--- config.mk ---
export PLATFORM = sky130hd
export DESIGN_NAME = dpwmc_core
export DESIGN_NICKNAME = d
export VERILOG_FILES = /design/src/dpwmc_pkg.sv /design/src/dpwmc_core.sv
export SDC_FILE = /design/constraint.sdc
export NUM_CORES = 1
export LEC_CHECK = 0
export CORE_ASPECT_RATIO = 0.5
export CORE_MARGIN = 10
export CORE_UTILIZATION = 40
export CTS_CLUSTER_DIAMETER = 120
export CTS_CLUSTER_SIZE = 12
export DETAILED_ROUTE_END_ITERATION = 16
export DONT_BUFFER_PORTS = 1
export GPL_ROUTABILITY_DRIVEN = 0
export SYNTH_ARGS = -nofsm -noshare
export SYNTH_HDL_FRONTEND = slang
export SYNTH_SLANG_ARGS = --single-unit
--- constraint.sdc ---
create_clock -name core_clk -period 15.27 [get_ports core_clk]
set_clock_uncertainty 0.05 [all_clocks]
set_input_delay 3.054 -clock core_clk [delete_from_list [all_inputs] [get_ports core_clk]]
set_output_delay 3.054 -clock core_clk [all_outputs]
set_load 0.005 [all_outputs]
--- src/dpwmc_pkg.sv ---
// Constants, field layouts and types shared by the direct-input chopper.
// Assumes a single 250 MHz core clock and an APB master with 32-bit data.
// Summary of operation
// - Setting the direct-input select bit in the off-time register hands output control to the four bridge input pins.
// - In direct mode each input pair maps 00 to both outputs off, 01 to reverse, 10 to forward and 11 to both low.
// - Mixed and automatic mixed decay are applied on every chopping cycle in direct mode.
// - Current regulation stays active in direct mode, with the full-scale reference fixed at 2750 mV.
// - The torque setting still scales that reference and the selected sense gain still applies.
// - On reaching the chopping threshold a bridge is switched off for the off time and then driven again.
// - The off time is programmable in 500 ns steps from 500 ns to 128 us by the off-time field.
// - Chopping is detected by comparing the sense voltage times the amplifier gain with the reference.
// - The threshold is the reference times torque over 256 times gain times sense resistance.
// - The sense gain field selects a gain of 5, 10, 20 or 40.
// - The overcurrent field selects a transistor drop trip level of 250, 500, 750 or 1000 mV.
package dpwmc_pkg;

    // Bus and register map.
    localparam int APB_ADDR_W = 8;
    localparam logic [APB_ADDR_W-1:0] CTRL_OFFS = 8'h00;
    localparam logic [APB_ADDR_W-1:0] OFFT_OFFS = 8'h04;
    localparam logic [APB_ADDR_W-1:0] TORQ_OFFS = 8'h08;
    localparam logic [APB_ADDR_W-1:0] DECAY_OFFS = 8'h0c;
    localparam logic [APB_ADDR_W-1:0] STAT_OFFS = 8'h10;

    localparam int CTRL_EN_BIT = 0;
    localparam int CTRL_GAIN_LSB = 1;
    localparam int CTRL_OCP_LSB = 3;
    localparam int OFFT_TIME_LSB = 0;
    localparam int OFFT_DIRECT_BIT = 8;
    localparam int STAT_OCP_LSB = 0;
    localparam int STAT_CHOP_LSB = 2;
    localparam int STAT_DIRECT_BIT = 4;

    localparam logic [1:0] GAIN_RST = 2'h0;
    localparam logic [1:0] OCP_RST = 2'h0;
    localparam logic [7:0] OFFT_RST = 8'h30;
    localparam logic [7:0] TORQ_RST = 8'hff;

    // Timing.
    localparam int CLK_PERIOD_PS = 4000;
    localparam int OFF_TIME_FIELD_STEP_NS = 500;
    localparam int OFF_TIME_FIELD_STEP_CYCLES = (OFF_TIME_FIELD_STEP_NS * 1000 + CLK_PERIOD_PS - 1) / CLK_PERIOD_PS;
    localparam int OFF_CNT_W = 16;

    // Analog quantities carried as millivolt codes.
    localparam int SENSE_W = 10;
    localparam int DROP_W = 11;
    localparam int CMP_W = 28;
    localparam int TORQUE_SHIFT = 8;
    localparam logic [11:0] VREF_FULL_MV = 12'habe;
    localparam logic [5:0] GAIN_X5 = 6'h05;
    localparam logic [5:0] GAIN_X10 = 6'h0a;
    localparam logic [5:0] GAIN_X20 = 6'h14;
    localparam logic [5:0] GAIN_X40 = 6'h28;
    localparam logic [DROP_W-1:0] OCP_MV_250 = 11'h0fa;
    localparam logic [DROP_W-1:0] OCP_MV_500 = 11'h1f4;
    localparam logic [DROP_W-1:0] OCP_MV_750 = 11'h2ee;
    localparam logic [DROP_W-1:0] OCP_MV_1000 = 11'h3e8;

    // Bridge input pair codes.
    localparam logic [1:0] CMD_COAST = 2'h0;
    localparam logic [1:0] CMD_REV = 2'h1;
    localparam logic [1:0] CMD_FWD = 2'h2;
    localparam logic [1:0] CMD_BRAKE = 2'h3;

    typedef enum logic [1:0] {
        DECAY_SLOW = 2'h0,
        DECAY_FAST = 2'h1,
        DECAY_MIXED = 2'h2,
        DECAY_AUTO = 2'h3
    } dpwmc_decay_t;

    typedef enum logic {CHOP_DRIVE, CHOP_OFF} dpwmc_chop_t;

    typedef struct packed {
        logic oneHigh;
        logic oneLow;
        logic twoHigh;
        logic twoLow;
    } dpwmc_gate_t;

    localparam dpwmc_gate_t GATE_OFF = 4'h0;
    localparam dpwmc_gate_t GATE_FWD = 4'h9;
    localparam dpwmc_gate_t GATE_REV = 4'h6;
    localparam dpwmc_gate_t GATE_LOW = 4'h5;

endpackage

--- src/dpwmc_core.sv ---
// Register file, chopping timers and gate decode for both H-bridges.
// Assumes all pin and millivolt inputs are synchronous to core_clk.
`timescale 1ns/1ps
module dpwmc_core #(
    parameter int OffStepCycles = dpwmc_pkg::OFF_TIME_FIELD_STEP_CYCLES
) (
    // Clock and reset.
    input wire logic core_clk,
    input wire logic rst_b,
    // APB slave.
    input wire logic psel,
    input wire logic penable,
    input wire logic pwrite,
    input wire logic [dpwmc_pkg::APB_ADDR_W-1:0] paddr,
    input wire logic [31:0] pwdata,
    output logic [31:0] prdata,
    output logic pready,
    output logic pslverr,
    // Bridge input pins and indexer commands.
    input wire logic bridgeAInputOne,
    input wire logic bridgeAInputTwo,
    input wire logic bridgeBInputOne,
    input wire logic bridgeBInputTwo,
    input wire logic [1:0] indexerCmdA,
    input wire logic [1:0] indexerCmdB,
    input wire logic sleepLowInput_b,
    // Measured sense and transistor drop voltages.
    input wire logic [dpwmc_pkg::SENSE_W-1:0] senseMvA,
    input wire logic [dpwmc_pkg::SENSE_W-1:0] senseMvB,
    input wire logic [dpwmc_pkg::DROP_W-1:0] fetDropMvA,
    input wire logic [dpwmc_pkg::DROP_W-1:0] fetDropMvB,
    // Gate drive.
    output dpwmc_pkg::dpwmc_gate_t gateA,
    output dpwmc_pkg::dpwmc_gate_t gateB
);
    import dpwmc_pkg::*;

    ////////////////////////////////////////////////////////////////////////////////
    function automatic logic [5:0] senseGain(input logic [1:0] sel);
        unique case (sel)
            2'h0: return GAIN_X5;
            2'h1: return GAIN_X10;
            2'h2: return GAIN_X20;
            2'h3: return GAIN_X40;
        endcase
    endfunction

    function automatic logic [DROP_W-1:0] ocpLevel(input logic [1:0] sel);
        unique case (sel)
            2'h0: return OCP_MV_250;
            2'h1: return OCP_MV_500;
            2'h2: return OCP_MV_750;
            2'h3: return OCP_MV_1000;
        endcase
    endfunction

    // The reference is a fixed constant here; an external trim would change the whole scale.
    function automatic logic chopTrip(input logic [SENSE_W-1:0] mv, input logic [1:0] gsel,
                                      input logic [7:0] torque);
        logic [CMP_W-1:0] lhs;
        logic [CMP_W-1:0] rhs;
        lhs = (CMP_W'(mv) * CMP_W'(senseGain(gsel))) << TORQUE_SHIFT;
        rhs = CMP_W'(VREF_FULL_MV) * CMP_W'(torque);
        return lhs >= rhs;
    endfunction

    function automatic logic [OFF_CNT_W-1:0] offTotal(input logic [7:0] field);
        return OFF_CNT_W'((OFF_CNT_W'(field) + OFF_CNT_W'(1)) * OFF_CNT_W'(OffStepCycles));
    endfunction

    function automatic logic isDriving(input logic [1:0] cmd);
        return (cmd == CMD_FWD) || (cmd == CMD_REV);
    endfunction

    ////////////////////////////////////////////////////////////////////////////////
    // Registers.
    logic enable_r, enable_nxt;
    logic [1:0] gainSel_r, gainSel_nxt;
    logic [1:0] ocpSel_r, ocpSel_nxt;
    logic [7:0] offTime_r, offTime_nxt;
    logic directSel_r, directSel_nxt;
    logic [7:0] torque_r, torque_nxt;
    dpwmc_decay_t decay_r, decay_nxt;
    logic [1:0] ocpFlag_r, ocpFlag_nxt;
    logic [31:0] prdata_r, prdata_nxt;
    logic wrEn, mapped;
    logic [31:0] rdVal;
    logic [1:0] ocpEvent;
    dpwmc_chop_t chopState_r [2];
    dpwmc_chop_t chopState_nxt [2];

    assign wrEn = psel && penable && pwrite;
    assign pready = 1'b1;
    assign prdata = prdata_r;
    assign mapped = (paddr == CTRL_OFFS) || (paddr == OFFT_OFFS) || (paddr == TORQ_OFFS) ||
                    (paddr == DECAY_OFFS) || (paddr == STAT_OFFS);
    assign pslverr = psel && penable && !mapped;

    always_comb
    begin
        rdVal = 32'h0;
        unique case (paddr)
            CTRL_OFFS: rdVal = 32'({ocpSel_r, gainSel_r, enable_r});
            OFFT_OFFS: rdVal = 32'({directSel_r, offTime_r});
            TORQ_OFFS: rdVal = 32'(torque_r);
            DECAY_OFFS: rdVal = 32'(decay_r);
            STAT_OFFS: rdVal = 32'({directSel_r, chopState_r[1] == CHOP_OFF,
                                    chopState_r[0] == CHOP_OFF, ocpFlag_r});
            default: rdVal = 32'h0;
        endcase
    end

    always_comb
    begin
        enable_nxt = enable_r;
        gainSel_nxt = gainSel_r;
        ocpSel_nxt = ocpSel_r;
        offTime_nxt = offTime_r;
        directSel_nxt = directSel_r;
        torque_nxt = torque_r;
        decay_nxt = decay_r;
        ocpFlag_nxt = ocpFlag_r;
        prdata_nxt = prdata_r;
        if (psel && !penable && !pwrite)
        begin
            prdata_nxt = rdVal;
        end
        if (wrEn)
        begin
            unique case (paddr)
                CTRL_OFFS:
                begin
                    enable_nxt = pwdata[CTRL_EN_BIT];
                    gainSel_nxt = pwdata[CTRL_GAIN_LSB +: 2];
                    ocpSel_nxt = pwdata[CTRL_OCP_LSB +: 2];
                end
                OFFT_OFFS:
                begin
                    offTime_nxt = pwdata[OFFT_TIME_LSB +: 8];
                    directSel_nxt = pwdata[OFFT_DIRECT_BIT];
                end
                TORQ_OFFS: torque_nxt = pwdata[7:0];
                DECAY_OFFS: decay_nxt = dpwmc_decay_t'(pwdata[1:0]);
                STAT_OFFS: ocpFlag_nxt = ocpFlag_r & ~pwdata[STAT_OCP_LSB +: 2];
                default: ;
            endcase
        end
        // A fault in the clearing cycle stays flagged.
        ocpFlag_nxt = ocpFlag_nxt | ocpEvent;
    end

    always_ff @(posedge core_clk or negedge rst_b)
    begin
        if (!rst_b)
        begin
            enable_r <= 1'b0;
            gainSel_r <= GAIN_RST;
            ocpSel_r <= OCP_RST;
            offTime_r <= OFFT_RST;
            directSel_r <= 1'b0;
            torque_r <= TORQ_RST;
            decay_r <= DECAY_SLOW;
            ocpFlag_r <= 2'h0;
            prdata_r <= 32'h0;
        end
        else
        begin
            enable_r <= enable_nxt;
            gainSel_r <= gainSel_nxt;
            ocpSel_r <= ocpSel_nxt;
            offTime_r <= offTime_nxt;
            directSel_r <= directSel_nxt;
            torque_r <= torque_nxt;
            decay_r <= decay_nxt;
            ocpFlag_r <= ocpFlag_nxt;
            prdata_r <= prdata_nxt;
        end
    end

    ////////////////////////////////////////////////////////////////////////////////
    // Chopping and gate decode, one lane per bridge.
    logic [1:0] cmd [2];
    logic [1:0] trip;
    logic [SENSE_W-1:0] senseMv [2];
    logic [DROP_W-1:0] fetDropMv [2];
    logic [OFF_CNT_W-1:0] offCnt_r [2];
    logic [OFF_CNT_W-1:0] offCnt_nxt [2];
    dpwmc_gate_t gate_r [2];
    dpwmc_gate_t gate_nxt [2];
    logic [OFF_CNT_W-1:0] offLen;
    logic run;

    assign cmd[0] = directSel_r ? {bridgeAInputOne, bridgeAInputTwo} : indexerCmdA;
    assign cmd[1] = directSel_r ? {bridgeBInputOne, bridgeBInputTwo} : indexerCmdB;
    assign senseMv[0] = senseMvA;
    assign senseMv[1] = senseMvB;
    assign fetDropMv[0] = fetDropMvA;
    assign fetDropMv[1] = fetDropMvB;
    assign offLen = offTotal(offTime_r);
    assign run = enable_r && sleepLowInput_b;
    assign gateA = gate_r[0];
    assign gateB = gate_r[1];

    always_comb
    begin
        for (int b = 0; b < 2; b++)
        begin
            trip[b] = chopTrip(senseMv[b], gainSel_r, torque_r);
            ocpEvent[b] = run && isDriving(cmd[b]) && (fetDropMv[b] >= ocpLevel(ocpSel_r));
            chopState_nxt[b] = chopState_r[b];
            offCnt_nxt[b] = offCnt_r[b];
            gate_nxt[b] = GATE_OFF;
            unique case (chopState_r[b])
                CHOP_DRIVE:
                begin
                    if (run && isDriving(cmd[b]) && trip[b])
                    begin
                        chopState_nxt[b] = CHOP_OFF;
                        offCnt_nxt[b] = offLen - OFF_CNT_W'(1);
                    end
                end
                CHOP_OFF:
                begin
                    if (offCnt_r[b] == '0)
                    begin
                        chopState_nxt[b] = CHOP_DRIVE;
                    end
                    else
                    begin
                        offCnt_nxt[b] = offCnt_r[b] - OFF_CNT_W'(1);
                    end
                end
            endcase
            if (!run || ocpFlag_r[b])
            begin
                gate_nxt[b] = GATE_OFF;
            end
            else if (chopState_r[b] == CHOP_OFF)
            begin
                // Mixed decay has no current history in direct mode, so every cycle splits.
                unique case (decay_r)
                    DECAY_SLOW: gate_nxt[b] = GATE_LOW;
                    DECAY_FAST: gate_nxt[b] = GATE_OFF;
                    default: gate_nxt[b] = (offCnt_r[b] >= (offLen >> 1)) ? GATE_OFF : GATE_LOW;
                endcase
            end
            else
            begin
                unique case (cmd[b])
                    CMD_COAST: gate_nxt[b] = GATE_OFF;
                    CMD_REV: gate_nxt[b] = GATE_REV;
                    CMD_FWD: gate_nxt[b] = GATE_FWD;
                    CMD_BRAKE: gate_nxt[b] = GATE_LOW;
                endcase
            end
        end
    end

    always_ff @(posedge core_clk or negedge rst_b)
    begin
        if (!rst_b)
        begin
            for (int b = 0; b < 2; b++)
            begin
                chopState_r[b] <= CHOP_DRIVE;
                offCnt_r[b] <= '0;
                gate_r[b] <= GATE_OFF;
            end
        end
        else
        begin
            for (int b = 0; b < 2; b++)
            begin
                chopState_r[b] <= chopState_nxt[b];
                offCnt_r[b] <= offCnt_nxt[b];
                gate_r[b] <= gate_nxt[b];
            end
        end
    end

    ////////////////////////////////////////////////////////////////////////////////
    // Checks on bridge A.
    logic driveOkA;
    assign driveOkA = run && !ocpFlag_r[0] && chopState_r[0] == CHOP_DRIVE;
endmodule

## Yosys cells after proc, flatten, opt, wreduce, memory -nomap -nowiden

Cells that the tools add are included.

| storage, ports and cells | value |
|---|---|
| logic and storage cells | 128 |
| register bits after elaboration | 100 |
| input bits | 96 |
| output and inout port bits | 42 |

| cells by class | value |
|---|---|
| magnitude comparators | 6 |
| muxes and demuxes | 29 |
| equality and inequality tests | 21 |
| $mul | 4 |
| add/subtract/negate cells | 4 |
| bitwise operators | 5 |
| reductions and logical operators | 38 |

Operators with widths:

| cell | count |
|---|---|
| $mux 16 | 4 |
| $pmux 16 s2 | 2 |
| $ge 24x20->1 | 2 |
| $sub 16x1->16 const B | 3 |
| $pmux 9 s5 | 1 |
| $pmux 11 s4 | 1 |
| $ge 16x15->1 | 2 |
| $logic_not 16->1 | 2 |
| $mul 10x6->16 | 2 |
| $pmux 4 s4 | 2 |
| $pmux 6 s4 | 1 |
| $ge 11x11->1 | 2 |
| $mul 11x8->19 const A | 1 |
| $eq 2x2->1 const B | 8 |
| $eq 8x4->1 const B | 2 |
| $mul 9x7->16 const B | 1 |
| $mux 4 | 4 |
| $logic_and 1x1->1 | 12 |
| $pmux 3 s2 | 2 |
| $reduce_and 2->1 | 6 |
| $eq 2x1->1 const B | 5 |
| $logic_not 2->1 | 5 |
| $add 8x1->9 const B | 1 |
| $eq 8x3->1 const B | 1 |
| other kinds (13) | 35 |

## Logic depth before layout (Yosys ltp)

Gate-level depths: netlist of run 1.

| logic depth | value |
|---|---|
| word-level depth | 7 |
| mapped depth | 31 |
| depth with buffers taken out | 29 |

## Worst setup path before layout of run 1

Ideal clock, no wire load.

| timing | value |
|---|---|
| kind | input port to flip-flop |
| start point | input port senseMvB[2] (netlist bit) |
| end point | register offCnt_r[12] (netlist bit) |
| stages | 24 |
| setup slack | 7199 ps |
| arrival | 7901 ps |
| setup time | 120 ps |
| data required time | 15100 ps |
| path buffers | 1 |
| path through | nor2b_1 and2_1 fa_1 fa_1 inv_1 fa_1 inv_1 ha_1 and2_1 a31oi_1 nand2b_1 a21oi_1 xnor2_1 ha_1 a2111oi_0 nand3_1 o22a_1 a31oi_1 a32oi_1 o31ai_1 buf_4 mux2_1 nor2_1 nor3_1 |

| between the ends | value |
|---|---|
| cells in the longest elaborated chain, start to end | 5 |

RTL lines:

| what | line | RTL |
|---|---|---|
| from (decl) | dpwmc_core.sv:29 | `input wire logic [dpwmc_pkg::SENSE_W-1:0] senseMvB,` |
| $mul 10x6->16 | dpwmc_core.sv:62 | `lhs = (CMP_W'(mv) * CMP_W'(senseGain(gsel))) << TORQUE_SHIFT;` |
| $ge 24x20->1 | dpwmc_core.sv:64 | `return lhs >= rhs;` |
| $logic_and 1x1->1 | dpwmc_core.sv:216 | `if (run && isDriving(cmd[b]) && trip[b])` |
| $ne 2x2->1 (no source line) | - |  |
| $reduce_and 2->1 (no source line) | - |  |
| to (signal, indexed assignment) | dpwmc_core.sv:275 | `offCnt_r[b] <= offCnt_nxt[b];` |
| to (decl) | dpwmc_core.sv:186 | `logic [OFF_CNT_W-1:0] offCnt_r [2];` |

Every way passes these cells.
A chain may end at the register's enable or synchronous reset.

## Worst setup path in the final report of run 1

| timing | value |
|---|---|
| start point | input port senseMvB[2] (netlist bit) |
| end point | register offCnt_r[15] (netlist bit) |

Same word-level chain as after synthesis.

==> results of run 1 <==
-- power breakdown --
group          internal [mW]  switching, mW
sequential             0.239         0.0493
combinational          0.154          0.186
clock                  0.112         0.0978
total                  0.505          0.333
-- logic make-up (layout without fill, tap and decap cells) --
kind of cell,after synthesis,after routing
XOR/XNOR,76,76
adder cells (fa/ha/maj),320,320
flip-flops,77,77
AND/OR/NAND/NOR,396,396
multiplexers,40,40
AO/OA/AOI/OAI,269,269
other,2,24
buffers and inverters,291,254
-- state kept, by name, indices dropped and copies added, names as in the netlist, 4 cells and up --
name / flops
prdata: 9
gateB: 4
torque_r: 8
gateA: 4
offCnt_r: 32
offTime_r: 8
-- cell type report --
cell class / count / area (um^2) / area share [%]
Tap cell: 432 / 541 / 3.98
Inverter: 232 / 871 / 6.41
Clock inverter: 7 / 57.6 / 0.424
Sequential cell: 77 / 1940 / 14.3
Timing Repair Buffer: 6 / 45.0 / 0.332
Clock buffer: 9 / 225 / 1.66
Multi-Input combinational cell: 1125 / 9900 / 72.9
-- worst paths after layout --
check                                    startpoint                        to  slack, ps  cells after the start
min reg2reg                offCnt_r[11]$_DFFE_PN0P_  offCnt_r[11]$_DFFE_PN0P_        450                      1
max reg2reg                 torque_r[6]$_DFFE_PN1P_  offCnt_r[15]$_DFFE_PN0P_       7680                     27
min in group asynchronous                     rst_b  offCnt_r[20]$_DFFE_PN0P_       2350                      0
max in group asynchronous                     rst_b  offTime_r[5]$_DFFE_PN1P_      12560                      0
min                        offCnt_r[11]$_DFFE_PN0P_  offCnt_r[11]$_DFFE_PN0P_        450                      1
max                                     senseMvB[2]  offCnt_r[15]$_DFFE_PN0P_       6720                     23
-- critical path, stage by stage --
cell and delay [ps]:
nor2b_1 250, and2_1 190, fa_1 450, fa_1 560, inv_1 60, fa_1 540
inv_1 50, ha_1 330, and2_1 150, a31oi_1 190, nand2b_1 80, a21oi_1 170
xnor2_1 90, ha_1 190, a2111oi_0 370, nand3_1 130, o22a_1 200, o211ai_1 170
a32oi_1 140, o31ai_2 190, buf_4 300, nor2b_1 620, a221oi_1 190
-- per-stage QoR --
stage | instance area (um^2) | hold WS [ps] | power, mW
global route | 13600 | 503 | 0.917
finish | 13600 | 454 | 0.838
global placement | 13300 | 447 | 0.626
floorplan | 13000 | 415 | 0.558
detailed placement | 13300 | 447 | 0.630
CTS | 13600 | 454 | 0.845
-- cells in the final DEF, fill, tap and decap left out, types with 7 or more instances in the layout --
master,instances
mux2i_1,9
and3_1,16
a21o_1,32
a211oi_1,13
dfrtp_1,67
o22ai_1,7
nor2_1,93
clkbuf_16,9
nor2b_1,24
nor4_1,8
fa_1,114
nand3_1,22
xor2_1,31
inv_1,231
or2_2,7
o21ai_1,11
ha_1,205
conb_1,24
nand2b_1,24
or3_1,7
mux2_2,30
o21ai_0,38
dfstp_2,10
a31oi_1,16
nor3_1,35
nand4_1,9
nand2_1,81
and2_1,49
a21oi_1,73
xnor2_1,45
-- layer usage --
metal / track usage [%] / routed length [um] / up-vias
met4: 3.14 / 402 / 0
li1: - / - / 4886
met2: 24.5 / 13600 / 150
met3: 1.81 / 961 / 27
met5: 0 / 0 / -
met1: 20.8 / 14500 / 4544
==> results.ini, run 1 <==
[pwr]
p_per_area_nw_per_um2 = 61.7
ir_worst_vdd_v = 0.0000536
p_leak_nw = 6.86

[critical_path]
cp_max_fo = 20
endpoint_kind = flop
path_class = in2reg
cp-start-kind = primary input
required_ps = 15410
cp.arrival_ps = 8700

[synthesis]
synth_edf_count = 0
yosysWarnings = 0
syn_inst = 1471
yosysSeqAreaShare_pct = 15.0
ys_ff_latch = 77
synthXorXnorAreaFrac_pct = 5.14
yosysTopAreaCellShare_pct = 19.8
yosysTopAreaCell = ha_1
synth-simple-area-share_pct = 15.6
yosys_most_used_dff = dfrtp_1
synthMuxAreaShare_pct = 3.39
synth.distinct_cells = 84
yosys.cell_count.top_type = inv_1
synth_top_family_by_area = adder cells
synth-adder-area-share_pct = 37.5
synthTopCellsByArea = ha_1, fa_1, dfrtp_1
async_flop_share_pct = 100
avgSynthCellArea_um2 = 8.81
ys_top_cells_by_count = inv_1, ha_1, fa_1
syn-cell-area_um2 = 13000
synth-compound-area-share_pct = 14.0

[cts]
cts_buffer_depth = 2
cts_setup_buffers = 0
clk_pin_slew_ps = 60
clock_latency_ps = 350
cts_root_buffer = clkbuf_16
numCtsBuffers = 9
cts_resized = 0
htreeDepth = 3
cts_hold_buf = 0
cts_tree = yes
clkSinkCount = 77

[floorplan]
dieHeight_um = 147
die-area_um2 = 40400
die_w_um = 275
core_area_um2 = 31800
rows = 46
initial_core_util_pct = 40.7
ios = 138

[route]
wire_per_inst_um = 15.6
ant_nets = 0
firstDrtPassIters = 6
dr_total_vias = 9607
remaining_drc_errors = 0
routed_wl_um = 29500
drt_iter0_markers = 512
avgViaCountPerCell = 5.09

[sta]
grt_setup_unrepaired = false
fin_crit_sh_pct = 56.0
clock.fmax_mhz = 117
fin_ws_ps = 6720
tns_ps = 0
tightest_slew_ps = 1160
final_max_slew_viol_count = 0
setup_viol = 0
min_period_ps = 8550
finalHoldViolCount = 0
slew_headroom_pct = 22.3

[global_routing]
grt_max_degree = 78
grt_pass1_vias = 9567
antenna_found_initial = 0
grt_pass1_wl_um = 50300
grtUsageTotal_pct = 15.0
grt_overflow_total = 0

[job]
drv_cap = 0

[finish]
drive_gt1_share_pct = 6.11
nFillCells = 3147
n_antenna_cell = 0
finish.net_count = 1866
area_delta_synth_final_pct = 4.78
final_core_util_pct = 42.7
layout.cells.non_filler = 1888

[place]
dp_hpwl_um = 24900
port_buffers = 0
dpl_worst_slack_ps = 6350
place_inst = 1872

[outcome]
status = completed

[min_path]
hold_class = reg2reg

No activity file was read; power rests on OpenSTA's default activity.
==> inputs of run 2 (changes only) <==
- clock period: 15.27 -> 8.19 ns (I/O delays scaled with it)
==> results.ini, run 2 (synthesis results as in run 1) <==
[global_routing]
grtUsageTotal_pct = 15.1  ; +0.10 points
antenna_found_initial = 0  ; unchanged
grt_pass1_vias = 9719  ; +1.6%
grt_overflow_total = 0  ; unchanged
grt_pass1_wl_um = 50300  ; -0.14%
grt_max_degree = 78  ; unchanged

[floorplan]
rows = 46  ; unchanged
die_w_um = 275  ; unchanged
ios = 138  ; unchanged
dieHeight_um = 147  ; unchanged
die-area_um2 = 40400  ; unchanged
initial_core_util_pct = 40.7  ; unchanged
core_area_um2 = 31800  ; unchanged

[finish]
n_antenna_cell = 0  ; unchanged
regMostFlops = offCnt_r
final_core_util_pct = 42.9  ; +0.20 points
drive_gt1_share_pct = 6.50  ; +0.39 points
final_common_cell = inv_1
area_delta_synth_final_pct = 5.26
nFillCells = 3219  ; +2.3%
layout_common_cells = inv_1, ha_1, fa_1
largest_reg_flops = 32  ; unchanged
finish.net_count = 1871  ; +0.27%

[route]
dr_total_vias = 9644  ; +0.39%
ant_nets = 0  ; unchanged
routed_wl_um = 29800  ; +0.93%
remaining_drc_errors = 0  ; unchanged
avgViaCountPerCell = 5.09  ; +0.12%
firstDrtPassIters = 5  ; -1
wire_per_inst_um = 15.7  ; +0.66%
drt_iter0_markers = 486  ; -5.1%

[cts]
htreeDepth = 3  ; unchanged
cts_hold_buf = 0  ; unchanged
numCtsBuffers = 9  ; unchanged
cts_root_buffer = clkbuf_16
clkSinkCount = 77  ; unchanged
cts_buffer_depth = 2  ; unchanged
clk_pin_slew_ps = 70  ; about the same
cts_tree = yes
clock_latency_ps = 350  ; about the same

[place]
dpl_worst_slack_ps = 773  ; -5570 ps
dp_hpwl_um = 25000  ; +0.61%
port_buffers = 0  ; unchanged

[critical_path]
cp.arrival_ps = 7620  ; -1080 ps
path_class = reg2reg
endpoint_kind = flop
r2r-start = torque_r[6]$_DFFE_PN1P_
crit_buf_inv = 5  ; +2
r2r_cells = 28  ; +3.7%
path_delay_family = adder cells
slowest_delay_ps = 650  ; +30 ps
r2r-end = offCnt_r[12]$_DFFE_PN0P_
slowest_stage = dfstp_2
cp_max_fo = 19  ; -5.0%
cp-start-kind = flop
required_ps = 8390  ; -7020 ps
r2r_slack_ps = 760  ; -6920 ps

[sta]
fin_ws_ps = 765  ; -5950 ps
fin_crit_sh_pct = 90.7
clock.fmax_mhz = 135
slew_headroom_pct = 21.7  ; -0.56 points
tightest_slew_ps = 1170  ; +8.35 ps
min_period_ps = 7430
final_max_slew_viol_count = 0  ; unchanged
tns_ps = 0  ; unchanged
grt_setup_unrepaired = false
finalHoldViolCount = 0  ; unchanged
setup_viol = 0  ; unchanged

[pwr]
p_leak_nw = 6.90  ; +0.59%
p_per_area_nw_per_um2 = 117  ; +90%
ir_worst_vdd_v = 0.000104  ; +94%

[min_path]
hold_end = offCnt_r[11]$_DFFE_PN0P_
hold_class = reg2reg
whs_path_depth = 1  ; unchanged
min_from = offCnt_r[11]$_DFFE_PN0P_

[job]
drv_cap = 0  ; unchanged

[outcome]
status = completed

[run 2: cell types whose count changed in the layout (fill, tap and decap cells not counted)]
cell        change
inv_6           +1
bufinv_16       +1
nor2b_1         -1
clkinvlp_4      -1
clkinv_4        -1
buf_4           +5
nor2b_2         +1
[run 2: worst max-delay path by stage]
stage / start / to / cells after the start
floorplan: senseMvB[2] / offCnt_r[12]$_DFFE_PN0P_ / 24
global placement: torque_r[6]$_DFFE_PN1P_ / offCnt_r[15]$_DFFE_PN0P_ / 26
detailed placement: torque_r[6]$_DFFE_PN1P_ / offCnt_r[15]$_DFFE_PN0P_ / 26
CTS: torque_r[6]$_DFFE_PN1P_ / offCnt_r[15]$_DFFE_PN0P_ / 26
global route: torque_r[6]$_DFFE_PN1P_ / offCnt_r[12]$_DFFE_PN0P_ / 28
finish: torque_r[6]$_DFFE_PN1P_ / offCnt_r[12]$_DFFE_PN0P_ / 28
[run 2: area by class of cell]
class | count | area (um^2) | share of cell area, %
timing repair buffer | 11 | 82.6 | 0.605
tap | 432 | 541 | 3.96
multi-input combinational | 1125 | 9900 | 72.6
inverter | 232 | 871 | 6.38
sequential | 77 | 1940 | 14.2
clock buffer | 9 | 225 | 1.65
clock inverter | 7 | 80.1 | 0.587
[run 2: timing repair]
action | in CTS | in global routing
gates resized for setup | 0 | 1
endpoints found under the setup margin | 0 | 5
setup buffers | 0 | 0
[run 2: per-stage QoR]
stage	std cells	power (mW)	hold WS, ps	cell area (um^2)
final	1893	1.60	461	13600
after global routing	1893	1.74	474	13600
after CTS	1893	1.61	463	13600
after detailed placement	1877	1.18	454	13300
after global placement	1877	1.17	445	13300
after floorplan	1493	1.04	415	13000
[run 2: worst register-to-register path: cells and delay by family, from the launching register on]
| family | cells | cell delay, ps |
|---|---|---|
| adder cells (fa/ha/maj) | 6 | 2720 |
| AO/OA/AOI/OAI | 11 | 2350 |
| flip-flops | 1 | 650 |
| buffers and inverters | 5 | 600 |
| multiplexers | 1 | 350 |
| AND/OR/NAND/NOR | 4 | 290 |
| XOR/XNOR | 1 | 280 |
[run 2: where the power goes]
part	switching (mW)	total [mW]	internal, mW
combinational	0.351	0.639	0.288
clock	0.182	0.423	0.241
sequential	0.0915	0.538	0.446
[run 2: per-layer routing]
metal | routed length (um) | global-route usage (%)
met1 | 14600 | 20.8
met4 | 416 | 3.03
met5 | 0 | 0
met2 | 13700 | 24.6
met3 | 1020 | 2.22
==> inputs of run 3 (changes only) <==
- ABC_CLOCK_PERIOD_IN_PS: not set -> 8189
- CELL_PAD_IN_SITES_DETAIL_PLACEMENT: not set -> 1
- CELL_PAD_IN_SITES_GLOBAL_PLACEMENT: not set -> 1
- PLACE_DENSITY_LB_ADDON: not set -> 0.1
==> results.ini, run 3 (synthesis results as in run 1) <==
[critical_path]
endpoint_kind = flop
slowest_stage = dfstp_2
slowest_delay_ps = 660  ; about the same
required_ps = 8420  ; +30 ps
cp.arrival_ps = 7780  ; +160 ps
cp_max_fo = 20  ; +1
path_class = reg2reg
cp-start-kind = flop
r2r_cells = 29  ; +3.6%

[place]
dp_hpwl_um = 29300  ; +17%
port_buffers = 0  ; unchanged
place_inst = 1878  ; +0.053%
dpl_worst_slack_ps = 679  ; -93.8 ps
dpl-instance-area_um2 = 13400  ; +0.15%

[floorplan]
ios = 138  ; unchanged
initial_core_util_pct = 40.7  ; unchanged
die-area_um2 = 40400  ; unchanged
dieHeight_um = 147  ; unchanged
rows = 46  ; unchanged
die_w_um = 275  ; unchanged
core_area_um2 = 31800  ; unchanged

[global_routing]
grtUsageTotal_pct = 17.3  ; +2.2 points
grt_pass1_vias = 10840  ; +12%
antenna_found_initial = 1  ; +1
grt_max_degree = 78  ; unchanged
grt_overflow_total = 0  ; unchanged
grt_pass1_wl_um = 57400  ; +14%

[pwr]
ir_worst_vdd_v = 0.000142  ; +36%
p_per_area_nw_per_um2 = 118  ; +0.26%
p_leak_nw = 6.89  ; about the same
p_total_mw = 1.60  ; +0.29%

[min_path]
whs_path_depth = 1  ; unchanged
hold_class = reg2reg

[sta]
grt_setup_unrepaired = false
final_max_slew_viol_count = 0  ; unchanged
hold_ws_ps = 457  ; -4.35 ps
clock.fmax_mhz = 132  ; -1.7%
slew_headroom_pct = 27.9  ; +6.2 points
tightest_slew_ps = 1080  ; -93.3 ps
setup_viol = 0  ; unchanged
tns_ps = 0  ; unchanged
min_period_ps = 7560  ; +132 ps
finalHoldViolCount = 0  ; unchanged
fin_crit_sh_pct = 92.3  ; +1.6 points
fin_ws_ps = 633  ; -132 ps

[cts]
clock_latency_ps = 360  ; about the same
cts_buffer_depth = 2  ; unchanged
cts_setup_buffers = 0  ; unchanged
clkSinkCount = 77  ; unchanged
cts_tree = yes
htreeDepth = 3  ; unchanged
cts_resized = 0  ; unchanged
cts_root_buffer = clkbuf_16
numCtsBuffers = 9  ; unchanged
cts_hold_buf = 0  ; unchanged
clk_pin_slew_ps = 70  ; about the same

[finish]
fin_area_um2 = 13600  ; about the same
finish.net_count = 1872  ; +0.053%
regMostFlops = offCnt_r
layout.cells.non_filler = 1895  ; +0.11%
layout_common_cells = inv_1, ha_1, fa_1
drive_gt1_share_pct = 6.50  ; about the same
final_common_cell = inv_1
area_delta_synth_final_pct = 5.29  ; about the same
final_core_util_pct = 42.9  ; about the same
largest_reg_flops = 32  ; unchanged

[job]
drv_cap = 0  ; unchanged

[route]
firstDrtPassIters = 5  ; unchanged
avgViaCountPerCell = 5.27  ; +3.4%
wire_per_inst_um = 18.1  ; +15%
dr_total_vias = 9983  ; +3.5%
routed_wl_um = 34300  ; +15%
remaining_drc_errors = 0  ; unchanged
ant_nets = 0  ; unchanged
drt_iter0_markers = 403  ; -17%

[outcome]
status = completed

run 3: cell types whose count changed in the layout (fill, tap and decap cells not counted), sizes merged:
cell / delta
inv: +1
clkinv: -1
bufinv: -1
clkinvlp: +1
buf: +1
diode: +1
run 3: layout make-up:
type / count / area, um^2
diodes: 1 / 2.50
clock buffers: 9 / 225
clock inverters: 7 / 63.8
fillers: 3765 / 18200
inverters: 232 / 871
multi-input cells: 1125 / 9900
flip-flops and latches: 77 / 1940
well taps: 432 / 541
repair buffers: 12 / 103
run 3: worst paths after layout:
check | slack, ps | to | startpoint
setup / recovery | 630 | offCnt_r[9]$_DFFE_PN0P_ | torque_r[6]$_DFFE_PN1P_
hold / removal | 460 | offCnt_r[11]$_DFFE_PN0P_ | offCnt_r[11]$_DFFE_PN0P_
hold reg to reg | 460 | offCnt_r[11]$_DFFE_PN0P_ | offCnt_r[11]$_DFFE_PN0P_
min in group asynchronous | 920 | offCnt_r[12]$_DFFE_PN0P_ | rst_b
max in group asynchronous | 6950 | offTime_r[4]$_DFFE_PN1P_ | rst_b
setup reg to reg | 630 | offCnt_r[9]$_DFFE_PN0P_ | torque_r[6]$_DFFE_PN1P_
run 3: where the power goes:
part	leakage, nW	internal (mW)	switching, mW
Clock	0.137	0.213	0.187
Sequential	0.931	0.446	0.0958
Combinational	5.82	0.293	0.369
Total	6.89	0.952	0.652
run 3: per-layer routing:
layer / global-route usage (%) / wire length, um
met3: 1.64 / 553
met1: 21.6 / 15700
met4: 3.31 / 462
met5: 0 / 0
met2: 32.0 / 17600
run 3: critical path: cells and delay by family (launching register included):
family | cells | cell delay (ps)
fa+ha+maj | 6 | 2760
xor+xnor | 1 | 270
compound gates | 13 | 2550
buf+inv | 6 | 790
simple gates | 3 | 340
flops | 1 | 660
